<file path="src/hw/dram_ctl_defines.vh">
`ifndef DRAM_CTL_DEFINES_VH
`define DRAM_CTL_DEFINES_VH
`define CLK_PERIOD_NS 10
`define ADDR_W 12
`define ROW_W 6
`define ROW_COUNT 64
`define REFRESH_INTERVAL_NS 2000000
`define STROBE_ON_NS 350
`define STROBE_OFF_NS 200
`define ADDR_HOLD_NS 100
`define ACCESS_NS 300
`define WE_DELAY_NS 150
`define WE_PULSE_NS 100
`define RMW_CYCLE_PERIOD_NS 750
`define CYC_UP(ns) (((ns) + `CLK_PERIOD_NS - 1) / `CLK_PERIOD_NS)
`define CYC_DN(ns) ((ns) / `CLK_PERIOD_NS)
`endif

</file>
<file path="src/hw/pin_sync.v">
`timescale 1ns/1ps
module pin_sync (
   input wire mclk,
   input wire rst_n,
   input wire din,
   output reg dout
);
   reg meta_reg;
   always @(posedge mclk) begin
      if (!rst_n) begin
         meta_reg <= 1'b0;
         dout <= 1'b0;
      end else begin
         meta_reg <= din;
         dout <= meta_reg;
      end
   end
endmodule // pin_sync

</file>
<file path="src/hw/dram_host.v">
`timescale 1ns/1ps
`include "dram_ctl_defines.vh"
module dram_host #(
   parameter REFRESH_CYCLES = `CYC_DN(`REFRESH_INTERVAL_NS / `ROW_COUNT)
) (
   input wire mclk,
   input wire rst_n,
   input wire req_valid,
   input wire req_write,
   input wire req_rmw,
   input wire req_invert,
   input wire [11:0] req_addr,
   input wire req_wdata,
   output reg req_ready,
   output reg resp_valid,
   output reg resp_rdata,
   output reg dram_strobe,
   output reg [11:0] dram_addr,
   output reg dram_cs_n,
   output reg dram_we_n,
   output reg dram_din,
   input wire dram_dout
);
   // Sequencer states
   localparam [2:0] ST_IDLE = 3'h0;
   localparam [2:0] ST_ON = 3'h1;
   localparam [2:0] ST_RMW_WE = 3'h2;
   localparam [2:0] ST_OFF = 3'h3;
   localparam [2:0] ST_PAD = 3'h4;
   // Phase lengths in clock cycles
   localparam integer ON_CYC = `CYC_UP(`STROBE_ON_NS);
   localparam integer OFF_CYC = `CYC_UP(`STROBE_OFF_NS);
   localparam integer ACC_CYC = `CYC_UP(`ACCESS_NS) + 2;
   localparam integer WED_CYC = `CYC_UP(`WE_DELAY_NS);
   localparam integer WEP_CYC = `CYC_UP(`WE_PULSE_NS);
   localparam integer RMW_CYC = `CYC_UP(`RMW_CYCLE_PERIOD_NS);
   // Slot two cycles short, so a delayed refresh never overruns the interval
   localparam integer SLOT_CYC = REFRESH_CYCLES - 2;
   localparam [15:0] N_ON = ON_CYC[15:0];
   localparam [15:0] N_OFF = OFF_CYC[15:0];
   localparam [15:0] N_ACC = ACC_CYC[15:0];
   localparam [15:0] N_WED = WED_CYC[15:0];
   localparam [15:0] N_WEP = WEP_CYC[15:0];
   localparam [15:0] N_RMW = RMW_CYC[15:0];
   localparam [31:0] REF_LAST = SLOT_CYC - 1;
   // Sequencer registers and their next values
   reg [2:0] state_reg;
   reg [2:0] state_next;
   reg [15:0] cnt_reg;
   reg [15:0] cnt_next;
   reg [15:0] per_reg;
   reg [15:0] per_next;
   reg [31:0] ref_cnt_reg;
   reg ref_pend_reg;
   reg ref_pend_next;
   reg [5:0] row_reg;
   reg [5:0] row_next;
   reg is_ref_reg;
   reg is_ref_next;
   reg is_wr_reg;
   reg is_wr_next;
   reg is_rmw_reg;
   reg is_rmw_next;
   reg inv_reg;
   reg inv_next;
   // Next values of the registered outputs
   reg ready_next;
   reg resp_valid_next;
   reg resp_rdata_next;
   reg strobe_next;
   reg [11:0] addr_next;
   reg cs_n_next;
   reg we_n_next;
   reg din_next;
   wire dout_s;
   wire ref_due;

   // Data out pin crosses two flops
   pin_sync u_sync (
      .mclk(mclk),
      .rst_n(rst_n),
      .din(dram_dout),
      .dout(dout_s)
   );

   // Last cycle of a phase
   function at_end;
      input [15:0] cnt;
      input [15:0] len;
      begin
         at_end = (cnt == len - 16'h0001);
      end
   endfunction

   // Row refresh timer; one row per slot spreads 64 rows over the interval
   assign ref_due = (ref_cnt_reg >= REF_LAST);
   always @(posedge mclk) begin
      if (!rst_n) begin
         ref_cnt_reg <= 32'h00000000;
      end else if (ref_due) begin
         ref_cnt_reg <= 32'h00000000;
      end else begin
         ref_cnt_reg <= ref_cnt_reg + 32'h00000001;
      end
   end

   // Next state and next output values
   always @* begin
      state_next = state_reg;
      cnt_next = cnt_reg + 16'h0001;
      per_next = per_reg;
      ref_pend_next = ref_pend_reg;
      row_next = row_reg;
      is_ref_next = is_ref_reg;
      is_wr_next = is_wr_reg;
      is_rmw_next = is_rmw_reg;
      inv_next = inv_reg;
      ready_next = 1'h0;
      resp_valid_next = 1'h0;
      resp_rdata_next = resp_rdata;
      strobe_next = dram_strobe;
      addr_next = dram_addr;
      cs_n_next = dram_cs_n;
      we_n_next = dram_we_n;
      din_next = dram_din;
      // Spacing timer between cycle starts
      if (per_reg != 16'h0000) begin
         per_next = per_reg - 16'h0001;
      end
      case (state_reg)
         ST_IDLE: begin
            cnt_next = 16'h0000;
            we_n_next = 1'h1;
            if (ref_pend_reg) begin
               // Refresh read, deselected, row in low address bits
               ref_pend_next = 1'h0;
               is_ref_next = 1'h1;
               is_wr_next = 1'h0;
               is_rmw_next = 1'h0;
               addr_next = {6'h00, row_reg};
               cs_n_next = 1'h1;
               row_next = row_reg + 6'h01;
               strobe_next = 1'h1;
               state_next = ST_ON;
            end else if (req_valid && req_ready) begin
               is_ref_next = 1'h0;
               is_wr_next = req_write & ~req_rmw;
               is_rmw_next = req_rmw;
               inv_next = req_invert;
               addr_next = req_addr;
               cs_n_next = 1'h0;
               din_next = req_wdata;
               we_n_next = ~(req_write & ~req_rmw);
               strobe_next = 1'h1;
               per_next = N_RMW;
               state_next = ST_ON;
            end else begin
               // Ready only when no refresh can win the next edge
               ready_next = !ref_due;
            end
         end
         ST_ON: begin
            if (is_rmw_reg) begin
               // Write strobe held high until data out valid
               if (at_end(cnt_reg, N_ACC)) begin
                  din_next = dout_s ^ inv_reg;
                  resp_rdata_next = dout_s;
                  cnt_next = 16'h0000;
                  state_next = ST_RMW_WE;
               end
            end else if (at_end(cnt_reg, N_ON)) begin
               if (!is_wr_reg && !is_ref_reg) begin
                  resp_rdata_next = dout_s;
                  resp_valid_next = 1'h1;
               end
               if (is_wr_reg) begin
                  resp_valid_next = 1'h1;
               end
               strobe_next = 1'h0;
               we_n_next = 1'h1;
               cnt_next = 16'h0000;
               state_next = ST_OFF;
            end
         end
         ST_RMW_WE: begin
            if (cnt_reg == 16'h0000) begin
               we_n_next = 1'h0;
            end
            if (cnt_reg >= N_WEP && cnt_reg >= N_WED) begin
               // Strobe width stays far below 4000 ns
               strobe_next = 1'h0;
               we_n_next = 1'h1;
               resp_valid_next = 1'h1;
               cnt_next = 16'h0000;
               state_next = ST_OFF;
            end
         end
         ST_OFF: begin
            if (at_end(cnt_reg, N_OFF)) begin
               state_next = ST_PAD;
            end
         end
         ST_PAD: begin
            if (per_reg == 16'h0000) begin
               state_next = ST_IDLE;
            end
         end
         default: begin
            state_next = ST_IDLE;
         end
      endcase
      // A new refresh slot wins over the clear of the old one
      if (ref_due) begin
         ref_pend_next = 1'h1;
      end
   end

   // Sequencer registers
   always @(posedge mclk) begin
      if (!rst_n) begin
         state_reg <= ST_IDLE;
         cnt_reg <= 16'h0000;
         per_reg <= 16'h0000;
         ref_pend_reg <= 1'h0;
         row_reg <= 6'h00;
         is_ref_reg <= 1'h0;
         is_wr_reg <= 1'h0;
         is_rmw_reg <= 1'h0;
         inv_reg <= 1'h0;
      end else begin
         state_reg <= state_next;
         cnt_reg <= cnt_next;
         per_reg <= per_next;
         ref_pend_reg <= ref_pend_next;
         row_reg <= row_next;
         is_ref_reg <= is_ref_next;
         is_wr_reg <= is_wr_next;
         is_rmw_reg <= is_rmw_next;
         inv_reg <= inv_next;
      end
   end

   // Every output straight from a flip-flop
   always @(posedge mclk) begin
      if (!rst_n) begin
         req_ready <= 1'h0;
         resp_valid <= 1'h0;
         resp_rdata <= 1'h0;
         dram_strobe <= 1'h0;
         dram_addr <= 12'h000;
         dram_cs_n <= 1'h1;
         dram_we_n <= 1'h1;
         dram_din <= 1'h0;
      end else begin
         req_ready <= ready_next;
         resp_valid <= resp_valid_next;
         resp_rdata <= resp_rdata_next;
         dram_strobe <= strobe_next;
         dram_addr <= addr_next;
         dram_cs_n <= cs_n_next;
         dram_we_n <= we_n_next;
         dram_din <= din_next;
      end
   end
endmodule // dram_host

</file>
<file path="config.mk">
export PLATFORM = sky130hd
export DESIGN_NAME = dram_host
export DESIGN_NICKNAME = d
export VERILOG_FILES = /design/src/hw/pin_sync.v /design/src/hw/dram_host.v
export VERILOG_INCLUDE_DIRS = /design/src /design/src/hw
export SDC_FILE = /design/constraint.sdc
export NUM_CORES = 1
export LEC_CHECK = 0
export BUFFER_PORTS_ARGS = -buffer_cell sky130_fd_sc_hd__buf_2
export CELL_PAD_IN_SITES_DETAIL_PLACEMENT = 1
export CELL_PAD_IN_SITES_GLOBAL_PLACEMENT = 2
export CORE_MARGIN = 4
export CORE_UTILIZATION = 39
export CTS_CLUSTER_SIZE = 40
export DETAILED_ROUTE_END_ITERATION = 10
export GPL_TIMING_DRIVEN = 1
export HOLD_SLACK_MARGIN = 0.05
export PLACE_DENSITY = 0.86
export SLEW_MARGIN = 30
export SYNTH_ARGS = -nofsm -noshare
export SYNTH_HDL_FRONTEND = slang
export SYNTH_HIERARCHICAL = 1
export SYNTH_SLANG_ARGS = --single-unit
</file>
<file path="constraint.sdc">
create_clock -name mclk -period 3.1 [get_ports mclk]
set_input_delay 0.31 -clock mclk [delete_from_list [all_inputs] [get_ports mclk]]
set_output_delay 0.31 -clock mclk [all_outputs]
set_load 0.05 [all_outputs]
</file>
==> impl_results.md, run 1 <==
- Area grow syn2layout: 14.5%
- Synth warn: 6
- Die X: 109 µm
- Period utilisation layout: 0.750
- Status: complete, no violations
- CP max stage delay: 0.52 ns
- Final-report setup violation count: 0
- Starting Density: 0.405
- Layout Skew: 0.0148 ns
- Final Hold Fails: 0
- Post-synth EDFFs: 0
- Setup TNS: 0 ns
- Port Buffer Count: 38
- Critical Path Slowest Stage Cell: o31ai_1
- Drc violations: 0
- Vias per cell: 5.05
- Unrepaired setup endpoints after global routing: false
- # resized after CTS: 0
- Critical path peak fanout: 5
- Crit start category: flip-flop
- CTS tree: yes
- Slew margin rel.: 0.415
- Primary FF master, synth: dfxtp_1
- DRT iter0 DRCs: 125
- Post-DP HPWL: 6490 µm
- First-pass GRT wire length: 15100 µm
- Per-cell routed wire length: 14.2 µm
- Vias in the first global route: 3156
- CP Capture Type: flip-flop
- # Post-CTS Setup Buffers: 0
- Vias: 3159
- TritonCTS buffer count: 9
- CP startpoint: cnt_reg[11]
- I/O Pins: 39
- Crit Path Class: flip-flop to flip-flop
- GRT overflow: 0
- Antenna diodes: 0
- Layout cells sized above 1: 0.142
- Routed Antenna Nets: 0
- Peak Freq: 430 MHz
- Synthesized area: 4020 µm²
- Worst hold path type: input port to flip-flop
- CORE AREA: 9910 µm²
- GRT Util Overall: 0.164
- Post-synthesis cell count: 436
- Clock Latency Late Sink: 0.40 ns
- CTS Hold Bufs: 0
- Pwr Density: 689 nW/µm²
- CTS Root Cell: clkbuf_8
- Cell area after layout: 4600 µm²
- Yosys cell types: 52
- Crit path cell chain: nor4_1 > nand2_1 > o31ai_1 > a21bo_2 > a221o_1
- Seq/Total Area, Yosys: 0.493
- Crit path max-delay family: compound AO/OA/AOI/OAI gates
- Max IR drop VDD: 0.442 mV
- Initial antenna violation count: 0
- Max reg flops: 32
- Worst Path Required: 3.38 ns
- Max Buffers Root-to-Sink: 2
- Register bit count reported by yosys: 99
- Critical path arrival: 2.61 ns
- Ys async rst share: 0
- Syn Area/Cell: 9.21 µm²
- P_leak: 1.78 nW
- Hold Crit Start: dram_dout
- FP Rows: 36
- Worst-path clk slew: 0.11 ns
- Max Cap Violations: 0
- Placed Area: 4400 µm²
- DR pass1 iterations: 4
- Largest net degree at the start of global routing: 31
- H-Tree Depth: 3
- CTS Sinks: 99
- Die Y: 109 µm
- Slew Limit Fails: 0
- Gpl congestion: 0.792
- Final WL: 8900 µm
- Post-route minimum period: 2.33 ns
- Die area: 12000 µm²
- FF-to-FF Start: cnt_reg[11]
- NumNets Final: 516
- Worst-margin pin slew: 0.872 ns
- Critical path buffers and inverters: 0
power by group:
part	internal, mW	total (mW)	switching [mW]
combinational	0.325	0.786	0.461
clock	0.385	0.878	0.493
sequential	1.40	1.51	0.111
total	2.11	3.17	1.07
cells in the final DEF, fill, tap and decap left out, types with 2 or more instances in the layout:
master	Yosys	routed
nand2b_1	5	5
nand3b_1	2	2
buf_2	6	38
or2_2	5	5
or3_1	4	4
inv_8	0	2
xor2_1	22	22
xnor2_1	19	19
nor2_1	85	85
a22oi_1	7	7
o21a_1	2	2
or4_1	4	4
nor3b_1	3	3
inv_1	15	14
a21o_1	2	2
mux2i_1	10	10
nand2_1	19	19
and2_1	3	3
buf_4	0	5
a31oi_1	2	2
nand3_1	12	12
dfxtp_1	99	99
nor2b_1	4	4
nor4_1	14	14
clkinvlp_4	0	2
ha_1	8	8
clkbuf_8	0	9
a21oi_1	9	9
o211ai_1	3	3
conb_1	1	20
a211oi_1	7	7
nor3_1	9	9
o31ai_1	2	2
o21ai_0	7	7
o22ai_1	2	2
nand4_1	8	8
and4_1	4	4
cell usage after synthesis (2+ instances only):
cell,n,share of area
nand4_1,8,0.012
a21oi_1,9,0.011
nor3_1,9,0.011
a21o_1,2,0.0037
o22ai_1,2,0.0031
nand2b_1,5,0.0078
xnor2_1,19,0.041
buf_2,6,0.0075
dfxtp_1,99,0.49
or2_2,5,0.0078
xor2_1,22,0.048
o21a_1,2,0.0037
and2_1,3,0.0047
mux2i_1,10,0.025
nand3b_1,2,0.0037
or3_1,4,0.0062
nor3b_1,3,0.0056
and4_1,4,0.0087
nand2_1,19,0.018
o21ai_0,7,0.0087
a31oi_1,2,0.0031
o211ai_1,3,0.0056
o31ai_1,2,0.0037
nand3_1,12,0.015
clkbuf_1,14,0.013
inv_1,15,0.014
a211oi_1,7,0.013
nor2_1,85,0.079
or4_1,4,0.0075
nor2b_1,4,0.0062
ha_1,8,0.025
nor4_1,14,0.022
a22oi_1,7,0.013
kinds of logic (layout without fill, tap and decap cells):
| family | Yosys count | after routing | share of synthesized area |
|---|---|---|---|
| xor gates and xnor gates | 41 | 41 | 0.0894 |
| buffers and inverters | 36 | 74 | 0.0358 |
| adders and majority gates | 8 | 8 | 0.0249 |
| DFF | 99 | 99 | 0.493 |
| other | 1 | 20 | 0.000933 |
| and+or+nand+nor | 186 | 186 | 0.232 |
| muxes | 10 | 10 | 0.0249 |
| AOI/OAI and AO/OA | 55 | 55 | 0.0990 |
path summary, 6_finish.rpt:
kind                                        end  slack (ns)  cells after the start
worst min register to register      u_sync/dout        0.44                      1
worst max-delay path                  dram_we_n        0.77                      5
worst max register to register        dram_we_n        0.77                      5
worst min-delay path            u_sync/meta_reg        0.14                      2
cell type report:
cell class,count,area (µm²)
clock buffers,9,124
clock inverters,7,81.3
fillers,1182,5310
inverters,15,56.3
multi-input cells,320,1960
flip-flops and latches,99,1980
well taps,133,166
repair buffers,43,228
stage by stage:
stage,power [mW],setup WS [ns],cells,utilization,hold WS [ns]
final,3.17,0.774,626,0.464,0.144
after floorplan,2.17,1.03,455,-,0.406
after CTS,3.21,0.762,626,0.464,0.133
after global routing,3.40,0.613,626,0.464,0.133
after global placement,2.28,0.824,610,0.444,0.418
after detailed placement,2.33,0.759,610,0.444,0.420
per-layer routing:
metal,up-vias,track usage,routed length [µm]
li1,1587,-,-
met1,1528,0.200,4120
met2,34,0.269,4300
met3,10,0.0540,359
met4,0,0.0588,116
met5,-,0,0
Power figures use the tool's default switching activity.
==> run 2: changes to the inputs <==
- CORE_UTILIZATION: 39 -> 36
- PLACE_DENSITY: 0.86 -> 0.81
- clock period: 3.1 -> 2.35 ns (I/O delays scaled with it)
==> impl_results.md, run 2 (synthesized netlist as in run 1, its figures left out) <==
- Routed Antenna Nets: 0 (unchanged)
- Vias per cell: 4.92 (was 5.05)
- Placed Instances: 628 (was 610)
- Slew Limit Fails: 0 (unchanged)
- I/O Pins: 39 (unchanged)
- Most common cell after layout, fill and taps aside: dfxtp_1 (unchanged)
- Period utilisation layout: 0.939 (was 0.750)
- DR pass1 iterations: 4 (unchanged)
- Slew margin rel.: 0.630 (was 0.415)
- Worst hold path type: input port to flip-flop (unchanged)
- Die area: 12900 µm² (was 12000 µm²)
- GRT overflow: 0 (unchanged)
- Total power: 4.15 mW (was 3.17 mW)
- Crit start category: flip-flop (unchanged)
- Max Cap Violations: 0 (unchanged)
- CP max stage delay: 0.66 ns (was 0.52 ns)
- GRT Util Overall: 0.144 (was 0.164)
- Area grow syn2layout: 16.3% (was 14.5%)
- Per-cell routed wire length: 13.7 µm (was 14.2 µm)
- FP Rows: 38 (was 36)
- Starting Density: 0.369 (was 0.405)
- Status: complete, no violations (unchanged)
- CTS Root Cell: clkbuf_8 (unchanged)
- Worst-margin pin slew: 0.554 ns (was 0.872 ns)
- Final WL: 8800 µm (was 8900 µm)
- CTS Sinks: 99 (unchanged)
- Critical path arrival: 2.46 ns (was 2.61 ns)
- Unrepaired setup endpoints after global routing: false (unchanged)
- Crit Path Class: flip-flop to flip-flop (unchanged)
- Layout Skew: 0.0126 ns (was 0.0148 ns)
- First-pass GRT wire length: 15200 µm (was 15100 µm)
- Pwr Density: 888 nW/µm² (was 689 nW/µm²)
- Worst-path clk slew: 0.10 ns (was 0.11 ns)
- TritonCTS buffer count: 9 (unchanged)
- Largest net degree at the start of global routing: 31 (unchanged)
- Setup TNS: 0 ns (unchanged)
- Most frequent cells in the layout: 99 x dfxtp_1, 85 x nor2_1, 38 x buf_2 (unchanged)
- P_leak: 1.83 nW (was 1.78 nW)
- Crit path cell chain: or4_1 > or4_1 > o211ai_1 > xor2_1 > nor2_1 (was nor4_1 > nand2_1 > o31ai_1 > a21bo_2 > a221o_1)
- CTS tree: yes (unchanged)
- Most frequent CP cell: or4_1
- Gpl congestion: 0.766 (was 0.792)
- Non-Filler Instances: 644 (was 626)
- Antenna diodes: 0 (unchanged)
- NumNets Final: 527 (was 516)
- Setup slack, reg-to-reg: 0.14 ns (was 0.77 ns)
- Max Buffers Root-to-Sink: 2 (unchanged)
- Initial antenna violation count: 0 (unchanged)
- Critical path peak fanout: 6 (was 5)
- Post-DP HPWL: 6440 µm (was 6490 µm)
- Drc violations: 0 (unchanged)
- Critical Path Slowest Stage Cell: or4_1 (was o31ai_1)
- CP Capture Type: flip-flop (unchanged)
- Die X: 114 µm (was 109 µm)
- # Post-CTS Setup Buffers: 0 (unchanged)
- Port Buffer Count: 38 (unchanged)
- Layout cells sized above 1: 0.165 (was 0.142)
- Worst Path Required: 2.61 ns (was 3.38 ns)
- Final-report setup violation count: 0 (unchanged)
- Clock Latency Late Sink: 0.37 ns (was 0.40 ns)
- Vias: 3170 (was 3159)
- Post-route minimum period: 2.21 ns (was 2.33 ns)
- Peak Freq: 453 MHz (was 430 MHz)
- CORE AREA: 10900 µm² (was 9910 µm²)
- H-Tree Depth: 3 (unchanged)
- DRT iter0 DRCs: 88 (was 125)
- Max IR drop VDD: 0.390 mV (was 0.442 mV)
- Max reg flops: 32 (unchanged)
- Vias in the first global route: 3268 (was 3156)
- Final Core Density: 0.429 (was 0.464)
- Die Y: 114 µm (was 109 µm)
- Final Hold Fails: 0 (unchanged)
[run 2: cell count changes in the layout (fill, tap and decap cells not counted)]
cell / delta
buf_4: +11
inv_6: +3
clkinvlp_4: -2
inv_8: -2
bufinv_16: -1
clkbuf_8: +1
clkinv_1: -1
clkinv_2: +1
inv_2: +1
or4_1: -1
or4_4: +1
[run 2: path summary, 6_finish.rpt]
path,startpoint,to,depth (start not counted)
max,per_reg[11],per_reg[15],5
min,dram_dout,u_sync/meta_reg,2
max reg2reg,per_reg[11],per_reg[15],5
min reg2reg,u_sync/meta_reg,u_sync/dout,1
[run 2: area by class of cell]
| cell class | count | area (µm²) |
|---|---|---|
| clock buffer | 10 | 138 |
| fill | 1295 | 6210 |
| timing repair buffer | 54 | 310 |
| inverter | 15 | 56.3 |
| sequential | 99 | 1980 |
| tap | 140 | 175 |
| clock inverter | 6 | 45.0 |
| multi-input combinational | 320 | 1970 |
[run 2: repair_timing]
item,CTS,global route
gates resized for setup,0,1
hold buffers,0,0
endpoints found under the setup margin,0,1
hold endpoints to repair,0,0
[run 2: stage by stage]
stage	hold slack, ns	setup slack (ns)	cell area [µm²]
2_1_floorplan	0.357	0.279	4090
3_3_place_gp	0.420	0.182	4490
3_5_place_dp	0.416	0.109	4490
4_1_cts	0.0604	0.0785	4670
5_1_grt	0.0740	0.0331	4670
6_report	0.0731	0.142	4670
[run 2: critical path: cells and delay by family (launching register included)]
kind	cells	cell delay, ns
AOI/OAI and AO/OA	1	0.27
xor gates and xnor gates	1	0.17
DFF	1	0.34
and+or+nand+nor	3	1.32
[run 2: where the power goes]
| part | internal, mW | total, mW | leakage, nW | switching (mW) |
|---|---|---|---|---|
| logic | 0.501 | 1.14 | 0.925 | 0.641 |
| registers | 1.84 | 1.97 | 0.811 | 0.131 |
| clock network | 0.426 | 1.04 | 0.0978 | 0.611 |
| total | 2.77 | 4.15 | 1.83 | 1.38 |
[run 2: routing by layer]
| metal | vias to the layer above | global-route usage | part of all wire |
|---|---|---|---|
| met5 | - | 0 | 0 |
| met4 | 0 | 0.0577 | 0.016 |
| met3 | 11 | 0.0292 | 0.030 |
| met2 | 32 | 0.240 | 0.47 |
| met1 | 1525 | 0.182 | 0.49 |
| li1 | 1602 | - | - |
==> run 3: changes to the inputs <==
- clock period: 2.35 -> 2.1 ns (I/O delays scaled with it)
==> impl_results.md, run 3 (synthesized netlist as in run 1, its figures left out) <==
- Sequential Power Share: 0.421 (was 0.475)
- Area of the multi-input gates: 2010 µm² (was 1970 µm²)
- Die area: 12900 µm² (unchanged)
- Post-route minimum period: 2.04 ns (was 2.21 ns)
- H-Tree Depth: 3 (unchanged)
- DR pass1 iterations: 4 (unchanged)
- GRT overflow: 0 (unchanged)
- Sw Ratio: 0.327 (was 0.333)
- Post-DP HPWL: 6950 µm (was 6440 µm)
- Final WL: 9410 µm (was 8800 µm)
- FF-to-FF Start: per_reg[0] (was per_reg[11])
- Clock share of power: 0.250 (about the same)
- Drc violations: 0 (unchanged)
- Fillers: 1285 (was 1295)
- Per-cell routed wire length: 14.0 µm (was 13.7 µm)
- Starting Density: 0.369 (unchanged)
- Clock Latency Late Sink: 0.38 ns (was 0.37 ns)
- Worst Path Required: 2.38 ns (was 2.61 ns)
- FP Rows: 38 (unchanged)
- CORE AREA: 10900 µm² (unchanged)
- Largest net degree at the start of global routing: 20 (was 31)
- Vias in the first global route: 3435 (was 3268)
- Status: complete, no violations (unchanged)
- Period utilisation layout: 0.971 (was 0.939)
- Register Area: 1980 µm² (about the same)
- CP startpoint: per_reg[0] (was per_reg[11])
- Setup slack, reg-to-reg: 0.06 ns (was 0.14 ns)
- Gpl congestion: 0.787 (was 0.766)
- P_leak: 2.00 nW (was 1.83 nW)
- Most common cell after layout, fill and taps aside: dfxtp_1 (unchanged)
- Area grow syn2layout: 23.9% (was 16.3%)
- Crit Path Class: flip-flop to flip-flop (unchanged)
- Layout cells sized above 1: 0.224 (was 0.165)
- CTS Sinks: 99 (unchanged)
- Worst R2R Path Depth: 7 (was 5)
- First-pass GRT wire length: 16000 µm (was 15200 µm)
- Worst-path clk slew: 0.10 ns (about the same)
- Final Hold Fails: 0 (unchanged)
- Pint: 3.47 mW (was 2.77 mW)
- Die X: 114 µm (unchanged)
- GRT Util Overall: 0.155 (was 0.144)
- DRT iter0 DRCs: 128 (was 88)
- I/O Pins: 39 (unchanged)
- Net Sw Power: 1.68 mW (was 1.38 mW)
- Hold Crit Start: req_invert (was dram_dout)
- Vias: 3263 (was 3170)
- Reg2Reg Capture Point: per_reg[4] (was per_reg[15])
- Most frequent cells in the layout: 97 x dfxtp_1, 85 x nor2_1, 40 x buf_4 (was 99 x dfxtp_1, 85 x nor2_1, 38 x buf_2)
- Max Cap Violations: 0 (unchanged)
- Antenna diodes: 0 (unchanged)
- CP Capture Type: flip-flop (unchanged)
- Combinational share of power: 0.329 (was 0.275)
- Worst Hold Path EP: inv_reg (was u_sync/meta_reg)
- Layout Skew: 0.0137 ns (was 0.0126 ns)
- Vias per cell: 4.86 (was 4.92)
- Critical path peak fanout: 5 (was 6)
- NumNets Final: 555 (was 527)
- Max reg flops: 32 (unchanged)
- Unrepaired setup endpoints after global routing: true (was false)
- Setup TNS: 0 ns (unchanged)
- Slew Limit Fails: 0 (unchanged)
- Max Buffers Root-to-Sink: 2 (unchanged)
- CTS Root Cell: clkbuf_8 (unchanged)
- Final-report setup violation count: 0 (unchanged)
- Max IR drop VDD: 0.423 mV (was 0.390 mV)
- Crit path cell chain: inv_1 > ha_2 > or4b_4 > or4_4 > nand3b_1 > xor2_1 > nor2_1 (was or4_1 > or4_1 > o211ai_1 > xor2_1 > nor2_1)
- CP max stage delay: 0.55 ns (was 0.66 ns)
- Critical path arrival: 2.32 ns (was 2.46 ns)
- WHS Path Cells: 3 (was 2)
- Worst hold path type: input port to flip-flop (unchanged)
- Pwr Density: 1040 nW/µm² (was 888 nW/µm²)
- Critical Path Slowest Stage Cell: or4_4 (was or4_1)
- TritonCTS buffer count: 9 (unchanged)
- Peak Freq: 490 MHz (was 453 MHz)
- CTS tree: yes (unchanged)
- Routed Antenna Nets: 0 (unchanged)
- Port Buffer Count: 38 (unchanged)
- Worst hold slack: 0.0746 ns (was 0.0731 ns)
- Die Y: 114 µm (unchanged)
- Initial antenna violation count: 0 (unchanged)
- Crit start category: flip-flop (unchanged)
-- run 3: cell types whose count changed in the layout (fill, tap and decap cells not counted), sizes merged --
cell / previous run / this run
dlygate4sd3: 0 / 1
clkinvlp: 0 / 1
bufinv: 0 / 1
clkbuf: 10 / 9
inv: 19 / 18
buf: 54 / 81
-- run 3: repair_timing --
| action | 4_1_cts | 5_1_grt |
|---|---|---|
| resized for setup | 3 | 11 |
| setup endpoints to repair | 12 | 30 |
| hold buffers | 1 | 0 |
| pin swaps | 0 | 6 |
| buffers inserted | 0 | 2 |
| hold endpoints to repair | 1 | 0 |
-- run 3: stage by stage --
step | area (µm²) | instances | util | total power, mW | worst slack (ns)
final | 4980 | 672 | 0.457 | 5.16 | 0.0611
after global routing | 4980 | 672 | 0.457 | 5.48 | -0.0329
after CTS | 4920 | 670 | 0.452 | 5.11 | -0.00528
after detailed placement | 4690 | 653 | 0.430 | 3.77 | -0.0855
after global placement | 4690 | 653 | 0.430 | 3.70 | -0.0366
after floorplan | 4090 | 455 | - | 3.21 | 0.0292
-- run 3: per-layer routing --
metal / wire (µm) / global-route usage / vias to the layer above / part of all wire
met3: 284 / 0.0366 / 15 / 0.030
met4: 161 / 0.0577 / 0 / 0.017
met2: 4430 / 0.260 / 32 / 0.47
met5: 0 / 0 / - / 0
li1: - / - / 1660 / -
met1: 4540 / 0.194 / 1556 / 0.48
-- run 3: worst max-delay path by stage --
stage / endpoint / slack [ns]
global placement: state_reg[2] / -0.04
floorplan: per_reg[11] / 0.03
detailed placement: state_reg[2] / -0.09
CTS: state_reg[2] / -0.005
finish: per_reg[4] / 0.06
global route: per_reg[15] / -0.03
-- run 3: worst max-delay path, delay by kind of cell, from the launching register on --
family	cells	cell delay, ns
xor gates and xnor gates	1	0.17
adders and majority gates	1	0.18
buffers and inverters	1	0.07
DFF	1	0.33
and+or+nand+nor	4	1.19
-- run 3: power groups by stage --
stage                     Clock (mW)  Sequential [mW]  Combinational [mW]
after detailed placement           0             2.20                1.57
after global routing            1.41             2.20                1.87
after CTS                       1.34             2.16                1.61
after global placement             0             2.20                1.50
after floorplan                    0             2.24               0.961
final                           1.29             2.17                1.70
-- run 3: area by class of cell --
cell class	count	share of cell area
Clock inverter	7	0.0168
Tap cell	140	0.0352
Multi-Input combinational cell	320	0.404
Clock buffer	9	0.0249
Timing Repair Buffer	82	0.109
Inverter	15	0.0113
Sequential cell	99	0.399
